===== config.mk =====
export PLATFORM = sky130hd
export DESIGN_NAME = vsc_sequencer
export DESIGN_NICKNAME = d
export VERILOG_FILES = /design/src/vsc_pkg.sv /design/src/vsc_sequencer.sv
export SDC_FILE = /design/constraint.sdc
export NUM_CORES = 1
export LEC_CHECK = 0
export BUFFER_PORTS_ARGS = -buffer_cell sky130_fd_sc_hd__buf_2
export CORE_AREA = 2 2 125 151
export CTS_CLUSTER_SIZE = 16
export DETAILED_ROUTE_END_ITERATION = 10
export DIE_AREA = 0 0 127 153
export SYNTH_ARGS = -nofsm -noshare
export SYNTH_HDL_FRONTEND = slang
export SYNTH_SLANG_ARGS = --single-unit

===== constraint.sdc =====
create_clock -name mclk_i -period 3.7 [get_ports mclk_i]
set_input_delay 0.37 -clock mclk_i [delete_from_list [all_inputs] [get_ports mclk_i]]
set_output_delay 0.37 -clock mclk_i [all_outputs]
set_load 0.03 [all_outputs]

===== src/vsc_pkg.sv =====
package vsc_pkg;

  // ==========================================================================
  // Register indexes at the data port
  localparam logic [4:0] IDX_RESET   = 5'h00;
  localparam logic [4:0] IDX_CLOCK   = 5'h01;
  localparam logic [4:0] IDX_WMASK   = 5'h02;
  localparam logic [4:0] IDX_FONT    = 5'h03;
  localparam logic [4:0] IDX_MEMMODE = 5'h04;

  // ==========================================================================
  // Writable bits; all others are reserved and read as zero
  localparam logic [7:0] RST_MASK   = 8'h03;
  localparam logic [7:0] CLK_MASK   = 8'h3D;
  localparam logic [7:0] WMASK_MASK = 8'hFF;
  localparam logic [7:0] FONT_MASK  = 8'h3F;
  localparam logic [7:0] MM_MASK    = 8'h0E;
  localparam logic [7:0] STD_MASK   = 8'h0F;

  // ==========================================================================
  // Reset values
  localparam logic [1:0] RST_CTRL_INIT = 2'h3;
  localparam logic [7:0] REG_INIT      = 8'h00;

  // ==========================================================================
  // Field positions
  localparam int RST_ASYNC  = 0;
  localparam int RST_SYNC   = 1;
  localparam int CM_CHAR8   = 0;
  localparam int CM_LOAD16  = 2;
  localparam int CM_DOTDIV  = 3;
  localparam int CM_LOAD32  = 4;
  localparam int CM_FULLBW  = 5;
  localparam int MM_EXTSIZE = 1;
  localparam int MM_SEQ     = 2;
  localparam int MM_CHAIN4  = 3;
  localparam int ATTR_FONT  = 3;

  // ==========================================================================
  // Timing and encodings
  localparam logic [3:0] LAST_DOT_9  = 4'h8;
  localparam logic [3:0] LAST_DOT_8  = 4'h7;
  localparam logic [1:0] LOAD_LAST32 = 2'h3;
  localparam logic [1:0] WIDTH_8     = 2'h0;
  localparam logic [1:0] WIDTH_16    = 2'h1;
  localparam logic [1:0] WIDTH_32    = 2'h2;
  localparam logic [2:0] WMODE_1     = 3'h1;
  localparam logic [1:0] WMODE_EXT   = 2'h2;
  localparam logic [1:0] PLANE_FONT  = 2'h2;
  localparam logic [1:0] PLANE_WIDE  = 2'h3;
  localparam int         HOST_AW     = 22;
  localparam int         STD_AW      = 16;

  // ==========================================================================
  // Whole state of the block
  typedef struct packed {
    logic [4:0]         idx;
    logic [1:0]         rst_ctrl;
    logic [7:0]         clk_mode;
    logic [7:0]         wmask;
    logic [7:0]         font_sel;
    logic [7:0]         mem_mode;
    logic               dot_ph;
    logic [3:0]         dot_cnt;
    logic [1:0]         load_cnt;
    logic [7:0]         rdata;
    logic [15:0]        font_addr;
    logic               intensity;
    logic [3:0]         host_planes;
    logic [HOST_AW-1:0] host_addr;
  } vsc_state_t;

endpackage : vsc_pkg


===== src/vsc_sequencer.sv =====
`timescale 1ns/1ps
`default_nettype none

// Overview of operation
// - Sync reset bit zero halts all refresh
// - Async reset bit zero halts, clears font select
// - Run only when both reset bits one
// - Full bandwidth stops screen refresh only
// - Refresh override input forces screen refresh off
// - Load bits set shifter load rate, width
// - Dot clock bit divides master clock by two
// - Character clock nine or eight dots wide
// - Extended mask gates write mode 1 pixels
// - Extended mask gates write modes 4, 5
// - Mask also protects block transfer writes
// - Standard mode: low bits enable planes 3:0
// - Secondary font set maps to offsets
// - Primary font set uses same mapping
// - Attribute bit 3 picks font when differing and extended size is on
// - Text planes: code, attribute, font, wide
// - Index port selects register at data port
// - Chain-4 takes plane from address bits
// - Odd/even splits planes by address parity
// - Extended size off limits memory to 64K
module vsc_sequencer (
  input  wire logic                       mclk_i,
  input  wire logic                       rst_i,
  input  wire logic                       io_wr_i,
  input  wire logic                       io_rd_i,
  input  wire logic                       io_data_sel_i,
  input  wire logic [7:0]                 io_wdata_i,
  output logic      [7:0]                 io_rdata_o,
  input  wire logic                       graphics_ext_refresh_override_i,
  input  wire logic                       ext_write_en_i,
  input  wire logic                       wm1_ext_i,
  input  wire logic [2:0]                 graphics_write_mode_i,
  input  wire logic [7:0]                 attr_byte_i,
  input  wire logic [7:0]                 char_code_i,
  input  wire logic [4:0]                 char_row_i,
  input  wire logic                       wide_font_i,
  input  wire logic [1:0]                 text_fetch_kind_i,
  input  wire logic [vsc_pkg::HOST_AW-1:0] host_addr_i,
  output logic                            seq_run_o,
  output logic                            mem_refresh_en_o,
  output logic                            sync_en_o,
  output logic                            screen_refresh_en_o,
  output logic                            dot_clk_en_o,
  output logic                            char_clk_en_o,
  output logic                            shifter_load_o,
  output logic      [1:0]                 shift_width_o,
  output logic      [3:0]                 plane_we_o,
  output logic      [7:0]                 pixel_we_o,
  output logic      [7:0]                 blt_pixel_we_o,
  output logic                            dual_font_o,
  output logic      [15:0]                font_addr_o,
  output logic      [1:0]                 font_plane_o,
  output logic      [1:0]                 text_plane_o,
  output logic                            intensity_o,
  output logic      [3:0]                 host_plane_en_o,
  output logic      [vsc_pkg::HOST_AW-1:0] host_mem_addr_o
);

  // ==========================================================================
  // Font slot: 8K-granular offset index of a three-bit map set
  function automatic logic [2:0] font_slot(input logic [2:0] set);
    font_slot = {set[1], set[0], set[2]};
  endfunction : font_slot

  vsc_pkg::vsc_state_t s_r;
  vsc_pkg::vsc_state_t s_nxt;

  logic       run;
  logic       dot_en;
  logic       char_en;
  logic [3:0] last_dot;
  logic [2:0] pri_set;
  logic [2:0] sec_set;
  logic       dual;
  logic [7:0] reg_rd;
  logic       wm_gated;

  // ==========================================================================
  // Sequencer run state and refresh enables
  assign run                 = &s_r.rst_ctrl;
  assign seq_run_o           = run;
  assign mem_refresh_en_o    = run;
  assign sync_en_o           = run;
  assign screen_refresh_en_o = run & ~s_r.clk_mode[vsc_pkg::CM_FULLBW]
                               & ~graphics_ext_refresh_override_i;

  // Dot and character clock strobes
  assign dot_en = run & (~s_r.clk_mode[vsc_pkg::CM_DOTDIV] | s_r.dot_ph);
  assign last_dot = s_r.clk_mode[vsc_pkg::CM_CHAR8] ? vsc_pkg::LAST_DOT_8
                                                    : vsc_pkg::LAST_DOT_9;
  assign char_en       = dot_en & (s_r.dot_cnt == last_dot);
  assign dot_clk_en_o  = dot_en;
  assign char_clk_en_o = char_en;

  // Shifter load rate and memory data width
  always_comb begin
    if (s_r.clk_mode[vsc_pkg::CM_LOAD32]) begin
      shifter_load_o = char_en & (s_r.load_cnt == vsc_pkg::LOAD_LAST32);
      shift_width_o  = vsc_pkg::WIDTH_32;
    end else if (s_r.clk_mode[vsc_pkg::CM_LOAD16]) begin
      shifter_load_o = char_en & s_r.load_cnt[0];
      shift_width_o  = vsc_pkg::WIDTH_16;
    end else begin
      shifter_load_o = char_en;
      shift_width_o  = vsc_pkg::WIDTH_8;
    end
  end

  // ==========================================================================
  // Write enables for planes, pixels and the block transfer engine
  assign wm_gated = ((graphics_write_mode_i == vsc_pkg::WMODE_1) & wm1_ext_i)
                    | (graphics_write_mode_i[2:1] == vsc_pkg::WMODE_EXT);
  assign pixel_we_o = (ext_write_en_i & wm_gated) ? s_r.wmask : 8'hFF;
  assign blt_pixel_we_o = s_r.wmask;
  assign plane_we_o = (~ext_write_en_i & ~graphics_write_mode_i[2])
                      ? s_r.wmask[3:0] : 4'h0;

  // ==========================================================================
  // Font selection and text plane use
  assign pri_set = {s_r.font_sel[4], s_r.font_sel[1], s_r.font_sel[0]};
  assign sec_set = {s_r.font_sel[5], s_r.font_sel[3], s_r.font_sel[2]};
  assign dual    = s_r.mem_mode[vsc_pkg::MM_EXTSIZE] & (pri_set != sec_set);
  assign dual_font_o  = dual;
  assign font_addr_o  = s_r.font_addr;
  assign intensity_o  = s_r.intensity;
  assign font_plane_o = wide_font_i ? vsc_pkg::PLANE_WIDE : vsc_pkg::PLANE_FONT;
  assign text_plane_o = text_fetch_kind_i;
  assign host_plane_en_o = s_r.host_planes;
  assign host_mem_addr_o = s_r.host_addr;
  assign io_rdata_o      = s_r.rdata;

  // ==========================================================================
  // Register read mux, reserved bits zero
  always_comb begin
    reg_rd = 8'h00;
    if (s_r.idx == vsc_pkg::IDX_RESET) begin
      reg_rd = {6'h00, s_r.rst_ctrl};
    end else if (s_r.idx == vsc_pkg::IDX_CLOCK) begin
      reg_rd = s_r.clk_mode;
    end else if (s_r.idx == vsc_pkg::IDX_WMASK) begin
      reg_rd = ext_write_en_i ? s_r.wmask : (s_r.wmask & vsc_pkg::STD_MASK);
    end else if (s_r.idx == vsc_pkg::IDX_FONT) begin
      reg_rd = s_r.font_sel;
    end else if (s_r.idx == vsc_pkg::IDX_MEMMODE) begin
      reg_rd = s_r.mem_mode;
    end
  end

  // ==========================================================================
  // Next state
  always_comb begin
    s_nxt = s_r;
    // Host register access through index and data ports
    if (io_wr_i & ~io_data_sel_i) begin
      s_nxt.idx = io_wdata_i[4:0];
    end else if (io_wr_i) begin
      if (s_r.idx == vsc_pkg::IDX_RESET) begin
        s_nxt.rst_ctrl = io_wdata_i[1:0];
      end else if (s_r.idx == vsc_pkg::IDX_CLOCK) begin
        s_nxt.clk_mode = io_wdata_i & vsc_pkg::CLK_MASK;
      end else if (s_r.idx == vsc_pkg::IDX_WMASK) begin
        s_nxt.wmask = io_wdata_i & vsc_pkg::WMASK_MASK;
      end else if (s_r.idx == vsc_pkg::IDX_FONT) begin
        s_nxt.font_sel = io_wdata_i & vsc_pkg::FONT_MASK;
      end else if (s_r.idx == vsc_pkg::IDX_MEMMODE) begin
        s_nxt.mem_mode = io_wdata_i & vsc_pkg::MM_MASK;
      end
    end
    // Async reset bit low keeps the font select cleared
    if (~s_nxt.rst_ctrl[vsc_pkg::RST_ASYNC]) begin
      s_nxt.font_sel = vsc_pkg::REG_INIT;
    end
    // Read data captured one cycle after the strobe
    if (io_rd_i) begin
      s_nxt.rdata = io_data_sel_i ? reg_rd : {3'h0, s_r.idx};
    end
    // Sequencer counters, cleared while halted
    if (~run) begin
      s_nxt.dot_ph   = 1'b0;
      s_nxt.dot_cnt  = 4'h0;
      s_nxt.load_cnt = 2'h0;
    end else begin
      s_nxt.dot_ph = ~s_r.dot_ph;
      if (char_en) begin
        s_nxt.dot_cnt  = 4'h0;
        s_nxt.load_cnt = s_r.load_cnt + 2'h1;
      end else if (dot_en) begin
        s_nxt.dot_cnt = s_r.dot_cnt + 4'h1;
      end
    end
    // Font address: set in top bits, code, then row
    s_nxt.font_addr = {(dual & attr_byte_i[vsc_pkg::ATTR_FONT]) ? font_slot(sec_set)
                                                                : font_slot(pri_set),
                       char_code_i, char_row_i};
    s_nxt.intensity = dual ? 1'b0 : attr_byte_i[vsc_pkg::ATTR_FONT];
    // Host address to plane and memory address
    if (s_r.mem_mode[vsc_pkg::MM_CHAIN4]) begin
      s_nxt.host_planes = 4'h1 << host_addr_i[1:0];
      s_nxt.host_addr   = host_addr_i >> 2;
    end else if (~s_r.mem_mode[vsc_pkg::MM_SEQ]) begin
      s_nxt.host_planes = (host_addr_i[0] ? 4'hA : 4'h5) & s_r.wmask[3:0];
      s_nxt.host_addr   = host_addr_i >> 1;
    end else begin
      s_nxt.host_planes = s_r.wmask[3:0];
      s_nxt.host_addr   = host_addr_i;
    end
    if (~s_r.mem_mode[vsc_pkg::MM_EXTSIZE]) begin
      s_nxt.host_addr[vsc_pkg::HOST_AW-1:vsc_pkg::STD_AW] = '0;
    end
  end

  // ==========================================================================
  // State register
  always_ff @(posedge mclk_i or posedge rst_i) begin
    if (rst_i) begin
      s_r          <= '0;
      s_r.rst_ctrl <= vsc_pkg::RST_CTRL_INIT;
    end else begin
      s_r <= s_nxt;
    end
  end
endmodule : vsc_sequencer

`default_nettype wire


==> results.yml <==
run_status:
  status: "completed"
route:
  vias: 3079
  wl_um: 10400
  drtAntennaViolNets: 0
  post_drt_wl_per_cell_um: 14.6
  route.detailed.drc: 0
  first_pass_iters: 4
  vias_per_cell: 4.33
  drtIter0Drc: 185
yosys:
  yosys_register_bits: 87
  postSynthAreaPerCell_um2: 10.7
  synth-edff-count: 0
  syn-num-nets: 481
  syn_inst: 414
  synth.distinct_cells: 51
  synth_async_sr_flop_share: 1.00
  synth_ff_type: "dfrtp_1"
  yosysSeqAreaShare: 0.493
  netlist.area_leader.share: 0.481
  syn_area_um2: 4420
  synth_area_leaders: "dfrtp_1 48%, buf_4 11%, mux2_2 5.6%"
  synth_area_leader_cell: "dfrtp_1"
  yosysWarningCount: 0
layout:
  syn2layout_area_growth_pct: 16.7
  n_antenna_cell: 0
  final_cell_mix: "135 x buf_2, 85 x dfrtp_1, 36 x nand2_1"
  final_util: 0.287
  layout.cells.non_filler: 711
  num-nets-final: 549
  layout-drive-gt1-share: 0.396
  final_cell_area_um2: 5160
  layout_commonest_cell: "buf_2"
cts:
  clkSlewWorstSetupHoldPaths_ns: 0.06
  htree_num_levels: 3
  cts_setup_buffers: 0
  cts_hold_buffers: 0
  cts.sink_count: 87
  cts_buffers: 9
  cts_root_buf: "clkbuf_16"
  cts_tree: "built"
  worstSkewPairLatency_ns: 0.34
  max-clock-path-buffers: 2
  cts_resized: 0
die:
  die_h_um: 153
  core-area_um2: 18000
  start_util: 0.246
  die_x_um: 127
  die_area_um2: 19400
  rows: 54
  ios: 150
sta:
  tightest_slew_ns: 0.978
  tns_ns: 0
  skew_ns: 0.00680
  hold_violations: 0
  fmax_mhz: 382
  period_share: 0.707
  max_slew_margin: 0.348
  rsz0062_at_grt: "false"
  setup_violations: 0
  slew_viol_final: 0
  layout_min_cycle_time_ns: 2.62
worst_hold_path:
  hold_class: "in -> async"
placement:
  portBuffers: 135
  finalWeightedCongestion: 0.782
  place_inst: 695
  hpwl_um: 7890
  placed_cell_area_um2: 4840
worst_setup_path:
  critPathBufInv: 1
  startpoint_type: "register"
  required_ns: 3.33
  critPathMaxStageDelay_ns: 0.53
  worst-path-max-fanout: 7
  cp_top_family: "simple AND/OR/NAND/NOR gates"
  path_cells: "or4b_1 -> o32ai_1 -> and2_1 -> o311a_1 -> buf_2"
  crit_type: "reg -> out"
  critPathArrivalTime_ns: 2.25
  crit_path_end_kind: "primary output"
  cpMaxStageDelayCell: "or4b_1"
global_route:
  grt_max_degree: 51
  grt_pass1_wl_um: 16400
  gr-total-overflow: 0
  grt_pass1_vias: 3034
  antenna_found_initial: 0
  track_usage: 0.108
pwr:
  total_power_mw: 3.26
  peakVddDrop_mv: 0.232
  leakage_nw: 2.49
  power.density_nw_per_um2: 632
job:
  drv_cap: 0
## layer usage
layer / part of all wire / up-vias / global-route usage
met4: 0.014 / 0 / 0.0413
met1: 0.43 / 1480 / 0.133
met2: 0.49 / 100 / 0.183
met3: 0.061 / 9 / 0.0273
met5: 0 / - / 0
li1: - / 1490 / -
## area by class of cell
type	count	area, um2
clock buffer	12	267
clock inverter	4	51.3
fill	1887	12800
inverter	11	42.5
multi-input combinational	233	1630
sequential	87	2180
tap	224	280
timing repair buffer	140	713
## sequential cells by signal, indices dropped and copies added, names as in the netlist
name and count:
io_rdata_o 8, intensity_o 1, font_addr_o 16, host_mem_addr_o 22
blt_pixel_we_o 8, s_r 25, host_plane_en_o 4, pri_set 3
## cell usage after synthesis, types with 5 or more instances
cell type	n
a21oi_1	6
a22o_1	6
and2_1	9
buf_4	65
clkbuf_1	13
dfrtp_1	85
inv_1	11
mux2_2	22
mux2_4	5
mux2i_1	24
nand2_1	36
nand2b_1	13
nand3_1	7
nor2_1	18
nor2b_1	6
nor3_1	5
o21ai_0	27
o22ai_1	7
## cell families (layout without fill, tap and decap cells)
logic type,Yosys count,in the layout,synth area share
xor gates and xnor gates,5,5,0.00991
buffers and inverters,94,167,0.139
and+or+nand+nor,109,109,0.128
other,1,1,0.000848
AOI/OAI and AO/OA,65,65,0.0960
muxes,51,51,0.127
adders and majority gates,2,2,0.00566
DFF,87,87,0.493
## per-stage QoR
stage          setup WS [ns]  hold slack, ns
2_1_floorplan           1.08           0.401
3_3_place_gp            1.46           0.402
3_5_place_dp            1.45           0.411
4_1_cts                 1.06          0.0366
5_1_grt                0.977          0.0729
6_report                1.08          0.0284
## power by group
part	internal, mW	switching (mW)
sequential	1.14	0.166
combinational	0.353	0.646
clock	0.580	0.378
total	2.07	1.19
## final timing paths
kind / start / endpoint / slack [ns] / depth (start not counted)
max: s_r[54]$_DFFE_PP0P_ / shifter_load_o / 1.08 / 5
min: rst_i / host_mem_addr_o[18]$_DFF_PP0_ / 0.03 / 2
max reg2reg: s_r[93]$_DFFE_PP0P_ / blt_pixel_we_o[2]$_DFFE_PP0P_ / 1.73 / 3
min reg2reg: s_r[57]$_DFF_PP0_ / s_r[57]$_DFF_PP0_ / 0.43 / 1
max in group asynchronous: rst_i / s_r[90]$_DFF_PP1_ / 2.78 / 3
min in group mclk_i: char_code_i[1] / font_addr_o[6]$_DFF_PP0_ / 0.13 / 1
Note: power is estimated with default switching activity, not from simulation.
